==> src/vocfg_pkg.sv <==
// vocfg_pkg: register map, field layout and encodings for the converter config bank
// assumes a command-coded register port driven by the PMBus protocol engine on clk_sys
package vocfg_pkg;
	// command codes of the three registers
	localparam logic [7:0]  CMD_INPUT_STOP  = 8'h36;
	localparam logic [7:0]  CMD_CUR_OFFSET  = 8'h39;
	localparam logic [7:0]  CMD_OV_LIMIT    = 8'h40;
	// fixed exponent fields
	localparam logic [4:0]  EXP_INPUT_STOP  = 5'h00;
	localparam logic [4:0]  EXP_CUR_OFFSET  = 5'h1E;
	// field positions
	localparam int          EXP_LSB         = 11;
	localparam int          MANT_MSB        = 3;
	localparam int          OV_FIELD_MSB    = 10;
	// default reset values used only until the nvm restore lands
	localparam logic [3:0]  RST_INPUT_STOP  = 4'h0;
	localparam logic [3:0]  RST_CUR_OFFSET  = 4'h0;
	localparam logic [10:0] RST_OV_LIMIT    = 11'h000;
	// overvoltage field breakpoints
	localparam logic [10:0] OV_BP_16        = 11'd584;
	localparam logic [10:0] OV_BP_20        = 11'd604;
	localparam logic [10:0] OV_BP_50        = 11'd666;
	// input stop thresholds in millivolts
	localparam logic [15:0] VSTOP_9V5       = 16'd9500;
	localparam logic [15:0] VSTOP_8V5       = 16'd8500;
	localparam logic [15:0] VSTOP_7V5       = 16'd7500;
	localparam logic [15:0] VSTOP_6V5       = 16'd6500;
	localparam logic [15:0] VSTOP_5V5       = 16'd5500;
	localparam logic [15:0] VSTOP_4V2       = 16'd4200;
	localparam logic [15:0] VSTOP_3V6       = 16'd3600;
	localparam logic [15:0] VSTOP_2V3       = 16'd2300;
	// overvoltage margins in percent
	localparam logic [7:0]  MARGIN_12       = 8'd12;
	localparam logic [7:0]  MARGIN_16       = 8'd16;
	localparam logic [7:0]  MARGIN_20       = 8'd20;
	localparam logic [7:0]  MARGIN_50       = 8'd50;
	localparam logic [7:0]  PERCENT_FULL    = 8'd100;
	// overvoltage fault action codes (bit 7 enables shutdown, low ignores)
	typedef enum logic [1:0] {VOCFG_ACT_IGNORE = 2'h0, VOCFG_ACT_LATCH = 2'h1, VOCFG_ACT_RETRY = 2'h2} vocfg_act_e;
	// register port request
	typedef struct packed {
		logic        wrEn;
		logic        rdEn;
		logic [7:0]  cmd;
		logic [15:0] wdata;
	} vocfg_req_s;
	// analog measurements, all in mV or mA
	typedef struct packed {
		logic [15:0] inputMv;
		logic [15:0] outputMv;
		logic [15:0] targetMv;
		logic signed [15:0] currentMa;
	} vocfg_meas_s;
endpackage

==> src/vocfg_regs.sv <==
// vocfg_regs: input stop, current offset and overvoltage limit registers with their checks
// assumes all inputs are synchronous to clk_sys and nvm restore pulses once after reset
`timescale 1ns/10ps
module vocfg_regs
(
	input  wire logic               clk_sys,
	input  wire logic               reset,
	input  vocfg_pkg::vocfg_req_s   req,
	output logic [15:0]             rdData,
	output logic                    rdValid,
	input  wire logic               nvmLoad,
	input  wire logic [3:0]         nvmInputStop,
	input  wire logic [3:0]         nvmCurOffset,
	input  wire logic [10:0]        nvmOvLimit,
	input  vocfg_pkg::vocfg_meas_s  meas,
	input  wire logic [15:0]        startThresholdMv,
	input  wire logic               convEnableCond,
	input  wire logic               softStartDone,
	input  wire logic [7:0]         overvoltFaultAction,
	output logic                    convRun,
	output logic                    inputUndervoltFaultFlag,
	input  wire logic               clearFaults,
	output logic [15:0]             reportedCurrentMa,
	output logic                    overvoltFault,
	output logic                    overvoltShutdown,
	output logic                    overvoltRetry
);
	import vocfg_pkg::*;

	logic [3:0]  stopMant_reg;
	logic [3:0]  offMant_reg;
	logic [10:0] ovLimit_reg;
	logic        uvArmed_reg;
	logic [15:0] stopMv;
	logic [7:0]  marginPct;
	logic [31:0] ovThreshMv;
	logic signed [17:0] sumMa;
	logic        uvEvent;
	logic        ovEvent;

	// register writes; nvm restore has priority since it only runs at start-up
	always_ff @(posedge clk_sys)
	begin
		if (reset)
		begin
			stopMant_reg <= RST_INPUT_STOP;
			offMant_reg  <= RST_CUR_OFFSET;
			ovLimit_reg  <= RST_OV_LIMIT;
		end
		else if (nvmLoad)
		begin
			stopMant_reg <= nvmInputStop;
			offMant_reg  <= nvmCurOffset;
			ovLimit_reg  <= nvmOvLimit;
		end
		else if (req.wrEn)
		begin
			case (req.cmd)
				CMD_INPUT_STOP: stopMant_reg <= req.wdata[MANT_MSB:0];
				CMD_CUR_OFFSET: offMant_reg  <= req.wdata[MANT_MSB:0];
				CMD_OV_LIMIT:   ovLimit_reg  <= req.wdata[OV_FIELD_MSB:0];
				default: ;
			endcase
		end
	end

	// writes land on the next edge; a restore in the same cycle outranks the host
	chk_write_apply: assert property (@(posedge clk_sys) disable iff (reset)
		req.wrEn && !nvmLoad && req.cmd == CMD_INPUT_STOP |=> stopMant_reg == $past(req.wdata[MANT_MSB:0]))
		else $error("write not applied");
	chk_offset_write: assert property (@(posedge clk_sys) disable iff (reset)
		req.wrEn && !nvmLoad && req.cmd == CMD_CUR_OFFSET |=> offMant_reg == $past(req.wdata[MANT_MSB:0]))
		else $error("offset write not applied");
	chk_limit_write: assert property (@(posedge clk_sys) disable iff (reset)
		req.wrEn && !nvmLoad && req.cmd == CMD_OV_LIMIT |=> ovLimit_reg == $past(req.wdata[OV_FIELD_MSB:0]))
		else $error("limit write not applied");
	chk_nvm_restore: assert property (@(posedge clk_sys) disable iff (reset)
		nvmLoad |=> stopMant_reg == $past(nvmInputStop) && offMant_reg == $past(nvmCurOffset)
			&& ovLimit_reg == $past(nvmOvLimit))
		else $error("nvm restore lost");

	// readback builds fixed fields on the fly; unmapped codes read zero
	always_ff @(posedge clk_sys)
	begin
		if (reset)
		begin
			rdData  <= 16'h0000;
			rdValid <= 1'b0;
		end
		else
		begin
			rdValid <= req.rdEn;
			if (req.rdEn)
			begin
				case (req.cmd)
					CMD_INPUT_STOP: rdData <= {EXP_INPUT_STOP, 7'h00, stopMant_reg};
					CMD_CUR_OFFSET: rdData <= {EXP_CUR_OFFSET, {7{offMant_reg[MANT_MSB]}}, offMant_reg};
					CMD_OV_LIMIT:   rdData <= {5'h00, ovLimit_reg};
					default:        rdData <= 16'h0000;
				endcase
			end
		end
	end

	// each read answers one edge later; fixed fields come from constants, not storage
	chk_stop_read: assert property (@(posedge clk_sys) disable iff (reset)
		req.rdEn && req.cmd == CMD_INPUT_STOP |=> rdValid && rdData[15:4] == 12'h000)
		else $error("stop fixed bits");
	chk_stop_mant: assert property (@(posedge clk_sys) disable iff (reset)
		req.rdEn && req.cmd == CMD_INPUT_STOP |=> rdData[MANT_MSB:0] == $past(stopMant_reg))
		else $error("stop mantissa readback");
	chk_offset_sign: assert property (@(posedge clk_sys) disable iff (reset)
		req.rdEn && req.cmd == CMD_CUR_OFFSET |=> rdData[15:EXP_LSB] == EXP_CUR_OFFSET
			&& rdData[10:4] == {7{rdData[MANT_MSB]}})
		else $error("offset sign ext");
	chk_offset_mant: assert property (@(posedge clk_sys) disable iff (reset)
		req.rdEn && req.cmd == CMD_CUR_OFFSET |=> rdData[MANT_MSB:0] == $past(offMant_reg))
		else $error("offset mantissa readback");
	chk_ov_read: assert property (@(posedge clk_sys) disable iff (reset)
		req.rdEn && req.cmd == CMD_OV_LIMIT |=> rdData[15:EXP_LSB] == 5'h00)
		else $error("limit reserved bits");
	chk_limit_mant: assert property (@(posedge clk_sys) disable iff (reset)
		req.rdEn && req.cmd == CMD_OV_LIMIT |=> rdData[OV_FIELD_MSB:0] == $past(ovLimit_reg))
		else $error("limit readback");

	// stop threshold table; decoded live so a write takes effect next cycle
	always_comb
	begin
		if (stopMant_reg >= 4'hA)
			stopMv = VSTOP_9V5;
		else if (stopMant_reg == 4'h9)
			stopMv = VSTOP_8V5;
		else if (stopMant_reg == 4'h8)
			stopMv = VSTOP_7V5;
		else if (stopMant_reg == 4'h7)
			stopMv = VSTOP_6V5;
		else if (stopMant_reg == 4'h6)
			stopMv = VSTOP_5V5;
		else if (stopMant_reg == 4'h5)
			stopMv = VSTOP_4V2;
		else if (stopMant_reg >= 4'h3)
			stopMv = VSTOP_3V6;
		else
			stopMv = VSTOP_2V3;
	end

	// spot checks on the stop table: both ends and the uneven steps
	chk_stop_top: assert property (@(posedge clk_sys) disable iff (reset)
		stopMant_reg >= 4'hA |-> stopMv == VSTOP_9V5)
		else $error("stop decode top");
	chk_stop_6v5: assert property (@(posedge clk_sys) disable iff (reset)
		stopMant_reg == 4'h7 |-> stopMv == VSTOP_6V5)
		else $error("stop decode 6v5");
	chk_stop_4v2: assert property (@(posedge clk_sys) disable iff (reset)
		stopMant_reg == 4'h5 |-> stopMv == VSTOP_4V2)
		else $error("stop decode 4v2");
	chk_stop_3v6: assert property (@(posedge clk_sys) disable iff (reset)
		(stopMant_reg == 4'h3 || stopMant_reg == 4'h4) |-> stopMv == VSTOP_3V6)
		else $error("stop decode 3v6");
	chk_stop_bottom: assert property (@(posedge clk_sys) disable iff (reset)
		stopMant_reg <= 4'h2 |-> stopMv == VSTOP_2V3)
		else $error("stop decode bottom");

	// overvoltage margin table and threshold = target * (100 + margin) / 100
	always_comb
	begin
		if (ovLimit_reg < OV_BP_16)
			marginPct = MARGIN_12;
		else if (ovLimit_reg < OV_BP_20)
			marginPct = MARGIN_16;
		else if (ovLimit_reg < OV_BP_50)
			marginPct = MARGIN_20;
		else
			marginPct = MARGIN_50;
		ovThreshMv = (32'(meas.targetMv) * (32'(PERCENT_FULL) + 32'(marginPct))) / 32'(PERCENT_FULL);
	end

	// margin bands, each checked against its breakpoints
	chk_margin_low: assert property (@(posedge clk_sys) disable iff (reset)
		ovLimit_reg < OV_BP_16 |-> marginPct == MARGIN_12)
		else $error("margin decode low");
	chk_margin_mid: assert property (@(posedge clk_sys) disable iff (reset)
		ovLimit_reg >= OV_BP_16 && ovLimit_reg < OV_BP_20 |-> marginPct == MARGIN_16)
		else $error("margin decode mid");
	chk_margin_high: assert property (@(posedge clk_sys) disable iff (reset)
		ovLimit_reg >= OV_BP_20 && ovLimit_reg < OV_BP_50 |-> marginPct == MARGIN_20)
		else $error("margin decode high");
	chk_ov_margin: assert property (@(posedge clk_sys) disable iff (reset)
		ovLimit_reg >= OV_BP_50 |-> marginPct == MARGIN_50)
		else $error("margin decode");

	// the start/stop ordering is the host's job; a stop above start simply chatters
	assign uvEvent = uvArmed_reg && convEnableCond && (meas.inputMv < stopMv);
	assign ovEvent = softStartDone && (32'(meas.outputMv) > ovThreshMv);

	// both events are gated, so the guards are checked on the flags they feed
	chk_uv_masked: assert property (@(posedge clk_sys) disable iff (reset)
		!uvArmed_reg |=> !inputUndervoltFaultFlag)
		else $error("undervolt before arming");
	chk_ov_armed: assert property (@(posedge clk_sys) disable iff (reset)
		!softStartDone && !overvoltFault |=> !overvoltFault)
		else $error("ov active during soft-start");
	chk_uv_enabled: assert property (@(posedge clk_sys) disable iff (reset)
		!convEnableCond && !inputUndervoltFaultFlag |=> !inputUndervoltFaultFlag)
		else $error("undervolt while disabled");

	// undervolt mask opens once per power-on; enable and nvm traffic leave it alone
	always_ff @(posedge clk_sys)
	begin
		if (reset)
			uvArmed_reg <= 1'b0;
		else if (meas.inputMv > startThresholdMv)
			uvArmed_reg <= 1'b1;
	end

	// once open the mask never closes again short of a reset
	chk_arm_sticky: assert property (@(posedge clk_sys) disable iff (reset)
		uvArmed_reg |=> uvArmed_reg)
		else $error("undervolt mask closed again");

	// conversion gate and sticky undervolt flag; a new event beats a clear
	always_ff @(posedge clk_sys)
	begin
		if (reset)
		begin
			convRun                 <= 1'b0;
			inputUndervoltFaultFlag <= 1'b0;
		end
		else
		begin
			convRun <= convEnableCond && !uvEvent && !overvoltShutdown;
			if (uvEvent)
				inputUndervoltFaultFlag <= 1'b1;
			else if (clearFaults)
				inputUndervoltFaultFlag <= 1'b0;
		end
	end

	// undervolt: flag and halt on the next edge, clear only when no event is live
	chk_uv_flag_set: assert property (@(posedge clk_sys) disable iff (reset)
		uvEvent |=> inputUndervoltFaultFlag && !convRun)
		else $error("undervolt not flagged");
	chk_uv_clear: assert property (@(posedge clk_sys) disable iff (reset)
		clearFaults && !uvEvent |=> !inputUndervoltFaultFlag)
		else $error("undervolt flag not cleared");
	chk_run_enable: assert property (@(posedge clk_sys) disable iff (reset)
		!convEnableCond |=> !convRun)
		else $error("running while disabled");

	// overvoltage fault: sticky flag, action chosen by bit 7 and retry bit 5
	always_ff @(posedge clk_sys)
	begin
		if (reset)
		begin
			overvoltFault    <= 1'b0;
			overvoltShutdown <= 1'b0;
			overvoltRetry    <= 1'b0;
		end
		else
		begin
			if (ovEvent)
				overvoltFault <= 1'b1;
			else if (clearFaults)
				overvoltFault <= 1'b0;
			// a live event beats a clear; a stored fault is acted on if shutdown
			// gets enabled before the host clears it, but a clear always wins over it
			if (ovEvent && overvoltFaultAction[7])
			begin
				overvoltShutdown <= 1'b1;
				overvoltRetry    <= overvoltFaultAction[5];
			end
			else if (clearFaults || !convEnableCond)
			begin
				overvoltShutdown <= 1'b0;
				overvoltRetry    <= 1'b0;
			end
			else if (overvoltFault && overvoltFaultAction[7])
			begin
				overvoltShutdown <= 1'b1;
				overvoltRetry    <= overvoltFaultAction[5];
			end
		end
	end

	// overvoltage: flag, chosen action, and the way back out through a clear
	chk_ov_action: assert property (@(posedge clk_sys) disable iff (reset)
		ovEvent && overvoltFaultAction[7] |=> overvoltShutdown ##1 !convRun)
		else $error("ov shutdown missed");
	chk_ov_flag_set: assert property (@(posedge clk_sys) disable iff (reset)
		ovEvent |=> overvoltFault)
		else $error("ov not flagged");
	chk_ov_retry: assert property (@(posedge clk_sys) disable iff (reset)
		ovEvent && overvoltFaultAction[7] |=> overvoltRetry == $past(overvoltFaultAction[5]))
		else $error("ov retry choice lost");
	chk_ov_clear: assert property (@(posedge clk_sys) disable iff (reset)
		clearFaults && !ovEvent |=> !overvoltFault && !overvoltShutdown)
		else $error("ov fault not cleared");
	chk_ov_ignored: assert property (@(posedge clk_sys) disable iff (reset)
		!overvoltShutdown && !overvoltFaultAction[7] |=> !overvoltShutdown)
		else $error("ov shutdown while ignoring");

	// current report: signed add at quarter-amp weight, floor at zero
	assign sumMa = 18'($signed(meas.currentMa)) + 18'($signed(offMant_reg)) * 18'sd250;

	always_ff @(posedge clk_sys)
	begin
		if (reset)
			reportedCurrentMa <= 16'h0000;
		else if (sumMa < 0)
			reportedCurrentMa <= 16'h0000;
		else if (sumMa > 18'sd32767)
			reportedCurrentMa <= 16'h7FFF;
		else
			reportedCurrentMa <= sumMa[15:0];
	end

	// current report: floor, pass-through and ceiling
	chk_clamp_floor: assert property (@(posedge clk_sys) disable iff (reset)
		sumMa < 0 |=> reportedCurrentMa == 16'h0000)
		else $error("current not clamped");
	chk_current_pass: assert property (@(posedge clk_sys) disable iff (reset)
		sumMa >= 0 && sumMa <= 18'sd32767 |=> reportedCurrentMa == $past(sumMa[15:0]))
		else $error("current offset not applied");
	chk_current_sat: assert property (@(posedge clk_sys) disable iff (reset)
		sumMa > 18'sd32767 |=> reportedCurrentMa == 16'h7FFF)
		else $error("current not saturated");
endmodule

==> config.mk <==
export PLATFORM = sky130hd
export DESIGN_NAME = vocfg_regs
export DESIGN_NICKNAME = d
export VERILOG_FILES = /design/src/vocfg_pkg.sv /design/src/vocfg_regs.sv
export SDC_FILE = /design/constraint.sdc
export NUM_CORES = 1
export LEC_CHECK = 0
export BUFFER_PORTS_ARGS = -buffer_cell sky130_fd_sc_hd__buf_2
export CAP_MARGIN = 20
export CORE_MARGIN = 2
export CORE_UTILIZATION = 48
export CTS_CLUSTER_SIZE = 12
export DETAILED_ROUTE_END_ITERATION = 10
export GPL_TIMING_DRIVEN = 0
export PLACE_DENSITY_LB_ADDON = 0.05
export SYNTH_ARGS = -nofsm -noshare
export SYNTH_HDL_FRONTEND = slang
export SYNTH_SLANG_ARGS = --single-unit
==> constraint.sdc <==
create_clock -name clk_sys -period 20.5 [get_ports clk_sys]
set_clock_uncertainty 0.2 [all_clocks]
set_input_delay 2.05 -clock clk_sys [delete_from_list [all_inputs] [get_ports clk_sys]]
set_output_delay 2.05 -clock clk_sys [all_outputs]
set_load 0.01 [all_outputs]
# Yosys cells after proc, flatten, opt, wreduce, memory -nomap -nowiden

Cells that the tools add are included.

Register bits after elaboration: 58
Output and inout bits: 38
Word-level logic and storage cells: 89
Input port bits: 139

Div/mod/pow operators: 1
Mux-type cells: 30
Order comparisons: 10
Add/sub/neg operators: 2
Equal/unequal tests: 8
Reduce and logical (&&, ||, !) cells: 23
Multipliers: 2

Operator list:

| cell                                                                            | count |
|---|---|
| 13-bit two-way mux                                                              | 4 |
| 16-bit case mux with 3 select lines                                             | 1 |
| 11-bit two-way mux                                                              | 4 |
| 11-bit by 10-bit less-than comparator with 1-bit output (second input constant) | 3 |
| 32-bit by 7-bit divider with 32-bit output (second input constant)              | 1 |
| 16-bit by 32-bit > comparator with 1-bit output                                 | 1 |
| 14-bit two-way mux                                                              | 2 |
| 16-bit by 9-bit multiplier with 25-bit output                                   | 1 |
| 4-bit two-way mux                                                               | 6 |
| 6-bit two-way mux                                                               | 3 |
| 16-bit by 13-bit adder with 17-bit output                                       | 1 |
| 17-bit by 16-bit > comparator with 1-bit output (second input constant)         | 1 |
| 17-bit by 1-bit less-than comparator with 1-bit output (second input constant)  | 1 |
| 8-bit by 6-bit == test with 1-bit output (second input constant)                | 2 |
| 16-bit > comparator                                                             | 1 |
| 16-bit less-than comparator                                                     | 1 |
| 15-bit two-way mux                                                              | 1 |
| 4-bit by 3-bit == test with 1-bit output (second input constant)                | 3 |
| 4-bit by 8-bit multiplier with 12-bit output (second input constant)            | 1 |
| 2-bit nonzero test                                                              | 6 |
| 7-bit by 8-bit adder with 9-bit output (first input constant)                   | 1 |
| 1-bit two-way mux                                                               | 9 |
| 4-bit == test (second input constant)                                           | 2 |
| 8-bit by 7-bit == test with 1-bit output (second input constant)                | 1 |
| other kinds (9)                                                                 | 19 |

# Logic depth before layout (Yosys ltp)

Gate-level depths: netlist (run 1).

Depth in word-level cells: 13
Mapped depth: 86
Mapped depth without buffers: 79

# Worst setup path after synthesis (run 1)

Ideal clock, no wire load.

Kind: in2reg
From: input port meas[22] (netlist bit)
To: register overvoltRetry
Required time: 20.235 ns
Path slack: 2.477 ns
Data arrival time: 17.758 ns
Stages on the path: 76
Library setup time: 0.065 ns
Buffers on the path: 5
Cell sequence: inv_1 -> nor2_1 -> inv_1 -> fa_1 -> inv_1 -> fa_1 -> fa_1 -> inv_1 -> fa_1 -> inv_1 -> ha_1 -> buf_2 -> a21oi_2 -> o22ai_1 -> a21oi_1 -> nor4_1 -> or4_1 -> buf_2 -> (+40 left out) -> ha_1 -> nor2b_1 -> o21a_1 -> o21ai_0 -> nand2b_1 -> a21oi_1 -> nor2b_1 -> o21ai_0 -> nand2b_1 -> a21oi_1 -> nor2_1 -> a211oi_1 -> o21ai_0 -> and3_1 -> o21ai_0 -> a32o_1 -> a31oi_1 -> nor2_1

Word-level cells in the longest chain between the ends: 6
Elaborated cells on any way between the ends: 7
Classes of those cells: mul (1); div (1); order compare (1); mux (1); reduce/logical (3)

Ends and longest elaborated chain:

| what                                                                     | line              | text |
|---|---|---|
| start, declared                                                          | vocfg_regs.sv:15  | `input vocfg_pkg::vocfg_meas_s meas,` |
| 16-bit by 9-bit multiplier with 25-bit output (*)                        | vocfg_regs.sv:175 | `ovThreshMv = (32'(meas.targetMv) * (32'(PERCENT_FULL) + 32'(marginPct))) / 32'(PERCENT_FULL);` |
| 32-bit by 7-bit divider with 32-bit output (*)                           | vocfg_regs.sv:175 |  |
| 16-bit by 32-bit > comparator with 1-bit output (*)                      | vocfg_regs.sv:194 | `assign ovEvent = softStartDone && (32'(meas.outputMv) > ovThreshMv);` |
| 1-bit logical AND (*)                                                    | vocfg_regs.sv:194 |  |
| 1-bit logical AND (*)                                                    | vocfg_regs.sv:267 | `if (ovEvent && overvoltFaultAction[7])` |
| 3-bit nonzero test (no source line) or 1-bit two-way mux (tied branches) | --                |  |
| end signal, assigned                                                     | vocfg_regs.sv:270 | `overvoltRetry <= overvoltFaultAction[5];` |
| end signal, assigned                                                     | vocfg_regs.sv:280 | `overvoltRetry <= overvoltFaultAction[5];` |
| end, declared                                                            | vocfg_regs.sv:26  | `output logic overvoltRetry` |

Every way passes the cells marked *; elsewhere a longest branch is shown, timed or not.
A chain may end at the register's enable or synchronous reset.

# Worst setup path in the final report (run 1)

From: input port meas[23] (netlist bit)
To: register overvoltRetry

Same word-level chain as after synthesis.

==> reports/qor.yml, run 1 <==
status:
  outcome: "finished clean"
synthesis:
  synth_top_area_share_pct: 13.65
  yosys_warnings: 0
  synth_flop_cell: "dfxtp_1"
  ys_seq_elements: 54
  synth_area_mm2: 0.01302
  postSynthCellCount: 1730
  synth_cell_types: 116
  yosys-top-cells-count: "inv_1, a21oi_1, ha_1, nor2_1, nand2_1"
  async_reset_ff_share_pct: 0
  synth_area_per_cell_um2: 7.525
  synth_top_area_cell: "ha_1"
  synth_edf_count: 0
  yosysMostFrequentCell: "inv_1"
  synthTopCellsByArea: "ha_1, fa_1, dfxtp_1"
  seq_area_frac_synth_pct: 8.304
timing:
  finalHoldViolCount: 0
  setup_viol: 0
  maxSlewViolCount: 0
  fin_crit_sh_pct: 96.10
  period_minus_slack_ps: 19700
  tightest_slew_ps: 1223
  max_slew_margin_pct: 17.43
  clock.fmax_ghz: 0.05076
grt:
  track_usage_pct: 25.43
  use_met2_pct: 42.91
  grt_max_degree: 17
  first_global_vias: 12762
  grt_antenna_before_repair: 4
  grt_most_used_layer: "met2"
  use_met3_pct: 2.058
  grt_overflow: 0
  met1_usage_pct: 35.88
  grt_first_pass_wirelength_um: 61020
floorplanning:
  die_h_um: 168.7
  die_area_mm2: 0.02846
  rows: 60
  core_area_mm2: 0.02680
  die_w_um: 168.7
  start_util_pct: 48.58
  ioPinCount: 177
placed_design:
  hpwl_um: 30290
  io_buffer_count: 163
  routabilityCongestion: 0.9329
  placed_cells: 2235
cts:
  clock_latency_ps: 300
  htreeDepth: 2
  cts_tree: "yes"
  cts_buffers: 5
  clk_pin_slew_worst_paths_ps: 70
  cts_buffer_depth: 2
  root_buffer: "clkbuf_16"
  ctsHoldBuffers: 0
  cts.sinks: 54
worst_setup_path:
  reg2reg_depth: 66
  cp.arrival_ps: 19680
  cp_common_cell: "inv_1"
  path_class: "primary input to register"
  crit_path_max_fanout: 10
  slowest_stage: "o41ai_1"
  required_ps: 20480
  slowest_delay_ps: 1050
  critPathCaptureType: "register"
  start_kind: "primary input"
routing:
  post_drt_wl_per_cell_um: 16.48
  post-route-drc-count: 0
  num_vias: 13408
  routed_wl_um: 37290
  drtAntennaViolNets: 0
  drt_first_pass_iters: 5
  viasPerCell: 5.925
  drt_iter0_drc: 948
finish:
  post-route-util_pct: 56.39
  largest_reg_flops: 16
  nets: 2274
  layoutNonFillerInstCount: 2263
  drive_above_1_share_pct: 18.98
  fillers: 2676
  areaGrowthSynthToFinish_pct: 16.09
min_path:
  min_path_cells: 2
  min_path_type: "register to register"
run:
  maxCapViolations: 0
[worst max-delay path, delay by kind of cell]
family | cells | cell delay, ps
buf+inv | 9 | 990
xor+xnor | 2 | 400
simple gates | 11 | 2820
compound gates | 35 | 10030
fa+ha+maj | 6 | 2570
mux | 2 | 780
[layer usage]
layer	part of all wire, %	vias up
met5	0	-
met4	1.7	0
met3	4.4	52
met2	47	363
met1	47	6370
li1	-	6623
[timing repair]
action / 4_1_cts / 5_1_grt
pin swaps: 2 / 18
setup endpoints to repair: 3 / 3
resized for setup: 14 / 92
cloned: 0 / 0
setup buffers: 1 / 16
[area by class of cell]
cell class / count / area (µm²) / area share, %
timing repair buffer: 181 / 950.9 / 6.292
buffer: 69 / 324.1 / 2.144
multi-input combinational: 1408 / 11410 / 75.50
clock buffer: 6 / 128.9 / 0.8527
inverter: 198 / 743.2 / 4.918
antenna: 4 / 10.01 / 0.06623
sequential: 54 / 1081 / 7.153
tap: 341 / 426.7 / 2.823
clock inverter: 2 / 37.54 / 0.2484
[stage by stage]
| stage | instance area, µm² | TNS (ps) | hold slack, ps | setup slack (ps) |
|---|---|---|---|---|
| after floorplan | 13020 | 0 | 240.2 | 2477 |
| after global placement | 14260 | -2062 | 241.0 | -815.3 |
| after detailed placement | 14260 | -2337 | 252.4 | -920.9 |
| after CTS | 14510 | 0 | 268.2 | 54.61 |
| after global routing | 15110 | -109.6 | 293.8 | -109.6 |
| final | 15110 | 0 | 265.5 | 798.7 |
[layout by cell type, fill, tap and decap left out, drive strengths merged, types with 11 or more instances in the layout]
cell	n
ha	142
and2	52
inv	198
o21bai	15
nand2b	24
nor2	144
nand2	127
a211oi	22
clkbuf	50
and3	19
buf	206
nor3	38
nand3	51
o22ai	11
xnor2	51
o21ai	67
mux2i	17
or2	15
nor4	18
xor2	14
a31oi	17
fa	76
o21a	17
a21o	36
nand4	26
nor2b	19
dfxtp	54
a21oi	176
[logic make-up after synthesis]
family                   count (synthesis)  share of synthesized area, %
AND/OR/NAND/NOR                        567                         21.98
AO/OA/AOI/OAI                          525                         29.04
buffers and inverters                  269                         8.140
adder cells (fa/ha/maj)                224                         25.84
XOR/XNOR                                65                         4.604
flip-flops                              54                         8.304
multiplexers                            25                         2.057
other                                    1                       0.02880
[path summary, 6_finish.rpt]
path                                  end                    start  slack, ps
hold reg to reg   inputUndervoltFaultFlag  inputUndervoltFaultFlag        270
setup reg to reg            overvoltRetry           ovLimit_reg[6]       1000
setup / recovery            overvoltRetry                 meas[23]        800
hold / removal    inputUndervoltFaultFlag  inputUndervoltFaultFlag        270
Power of run 1 is not shown: default switching activity piles up to over one toggle a cycle in this logic, so the estimate is an artifact.
==> run 2: changes to the inputs <==
==> constraint.sdc (replaced) <==
create_clock -name clk_sys -period 18.9 [get_ports clk_sys]
set_clock_uncertainty 0.2 [all_clocks]
set_input_delay 1.89 -clock clk_sys [delete_from_list [all_inputs] [get_ports clk_sys]]
set_output_delay 1.89 -clock clk_sys [all_outputs]
set_load 0.01 [all_outputs]
==> reports/qor.yml, run 2 (same netlist as run 1, synthesis figures left out) <==
finish:
  nets: 2385  # was 2,274
  layout_commonest_cell: "inv_1"  # unchanged
  layoutNonFillerInstCount: 2374  # was 2,263
  areaGrowthSynthToFinish_pct: 33.16  # was 16.09%
  fillers: 2355  # was 2,676
  largest_reg_flops: 16  # unchanged
  most-common-layout-cells: "inv_1, buf_2, a21oi_1, ha_1, buf_4"  # was inv_1, buf_2, a21oi_1, ha_1, nor2_1
  drive_above_1_share_pct: 30.75  # was 18.98%
  final_cell_area_mm2: 0.01734  # was 0.01511 mm²
status:
  outcome: "finished clean"  # unchanged
routing:
  drtAntennaViolNets: 0  # unchanged
  viasPerCell: 5.980  # was 5.925
  post-route-drc-count: 0  # unchanged
  routed_wl_um: 40980  # was 37,290 µm
  post_drt_wl_per_cell_um: 17.26  # was 16.48 µm
  num_vias: 14197  # was 13,408
  drt_iter0_drc: 1082  # was 948
  drt_first_pass_iters: 5  # unchanged
placed_design:
  placed_cell_area_mm2: 0.01426  # unchanged
  placed_cells: 2235  # unchanged
  hpwl_um: 30290  # unchanged
  routabilityCongestion: 0.9329  # unchanged
  io_buffer_count: 163  # unchanged
timing:
  clock.fmax_ghz: 0.05331
  period_minus_slack_ps: 18760
  timing.setup.tns_ps: 0  # unchanged
  tightest_slew_ps: 1094  # was 1223 ps
  maxSlewViolCount: 0  # unchanged
  hold-worst-slack_ps: 264.7  # was 265.5 ps
  setup_viol: 0  # unchanged
  max_slew_margin_pct: 26.54  # was 17.43%
  grt_setup_unrepaired: "yes"
  finalHoldViolCount: 0  # unchanged
  fin_crit_sh_pct: 99.25
worst_setup_path:
  start_kind: "primary input"  # unchanged
  required_ps: 18870  # was 20,480 ps
  slowest_stage: "or4b_1"  # was o41ai_1
  cp.arrival_ps: 18730  # was 19,680 ps
  crit_path_max_fanout: 7  # was 10
  slowest_delay_ps: 540  # was 1050 ps
  critPathCaptureType: "register"  # unchanged
  path_class: "primary input to register"  # unchanged
floorplanning:
  ioPinCount: 177  # unchanged
  die_h_um: 168.7  # unchanged
  start_util_pct: 48.58  # unchanged
  core_area_mm2: 0.02680  # unchanged
  rows: 60  # unchanged
  die_area_mm2: 0.02846  # unchanged
  die_w_um: 168.7  # unchanged
cts:
  cts.sinks: 54  # unchanged
  cts_tree: "yes"  # unchanged
  ctsHoldBuffers: 0  # unchanged
  cts_buffer_depth: 2  # unchanged
  clk_pin_slew_worst_paths_ps: 70  # about the same
  clock_latency_ps: 300  # about the same
  cts_buffers: 5  # unchanged
  htreeDepth: 2  # unchanged
  root_buffer: "clkbuf_16"  # unchanged
grt:
  track_usage_pct: 26.09  # was 25.43%
  grt_overflow: 0  # unchanged
  grt_antenna_before_repair: 2  # was 4
  first_global_vias: 13084  # was 12,762
  grt_max_degree: 17  # unchanged
  grt_first_pass_wirelength_um: 62510  # was 61,020 µm
min_path:
  min_path_type: "register to register"  # unchanged
run:
  maxCapViolations: 0  # unchanged
## run 2: changes by cell type in the layout (fill, tap and decap cells not counted), sizes merged
cell	previous run	this run
buf	206	319
clkbuf	50	47
o21ai	67	68
## run 2: area by class of cell
class,count,area [µm²],share of cell area (%)
multi-input combinational,1409,12610,72.72
timing repair buffer,292,1871,10.79
sequential,54,1081,6.236
inverter,198,748.2,4.316
tap,341,426.7,2.461
buffer,68,425.4,2.454
clock buffer,6,128.9,0.7434
clock inverter,2,37.54,0.2165
antenna,4,10.01,0.05774
## run 2: path summary, 6_finish.rpt
kind	from	endpoint	slack, ps	cells past startpoint
max	meas[26]	overvoltRetry	140	74
min	inputUndervoltFaultFlag	inputUndervoltFaultFlag	260	2
max reg2reg	ovLimit_reg[6]	overvoltRetry	230	81
min reg2reg	inputUndervoltFaultFlag	inputUndervoltFaultFlag	260	2
## run 2: worst max-delay path: cells and delay by family
| kind | cells | cell delay [ps] |
|---|---|---|
| buf+inv | 9 | 1160 |
| fa+ha+maj | 6 | 2420 |
| simple gates | 18 | 3530 |
| mux | 5 | 1350 |
| compound gates | 34 | 8030 |
| xor+xnor | 2 | 380 |
## run 2: through the flow
step / util, % / setup WS [ps]
3_3_place_gp: 53.23 / -2365
2_1_floorplan: - / 1037
6_report: 64.68 / 141.9
3_5_place_dp: 53.23 / -2456
4_1_cts: 56.56 / 1.268
5_1_grt: 64.66 / -475.4
## run 2: timing repair
item,CTS,global route
pin swaps,28,143
cloned,0,2
buffers inserted,27,101
setup endpoints to repair,3,3
gates resized for setup,95,311
## run 2: routing by layer
| layer | wire [µm] | track usage (%) |
|---|---|---|
| met1 | 18240 | 36.27 |
| met2 | 19620 | 44.55 |
| met3 | 2103 | 2.081 |
| met4 | 1013 | 5.172 |
| met5 | 0 | 0 |
Power of run 2 is left out for the same reason.
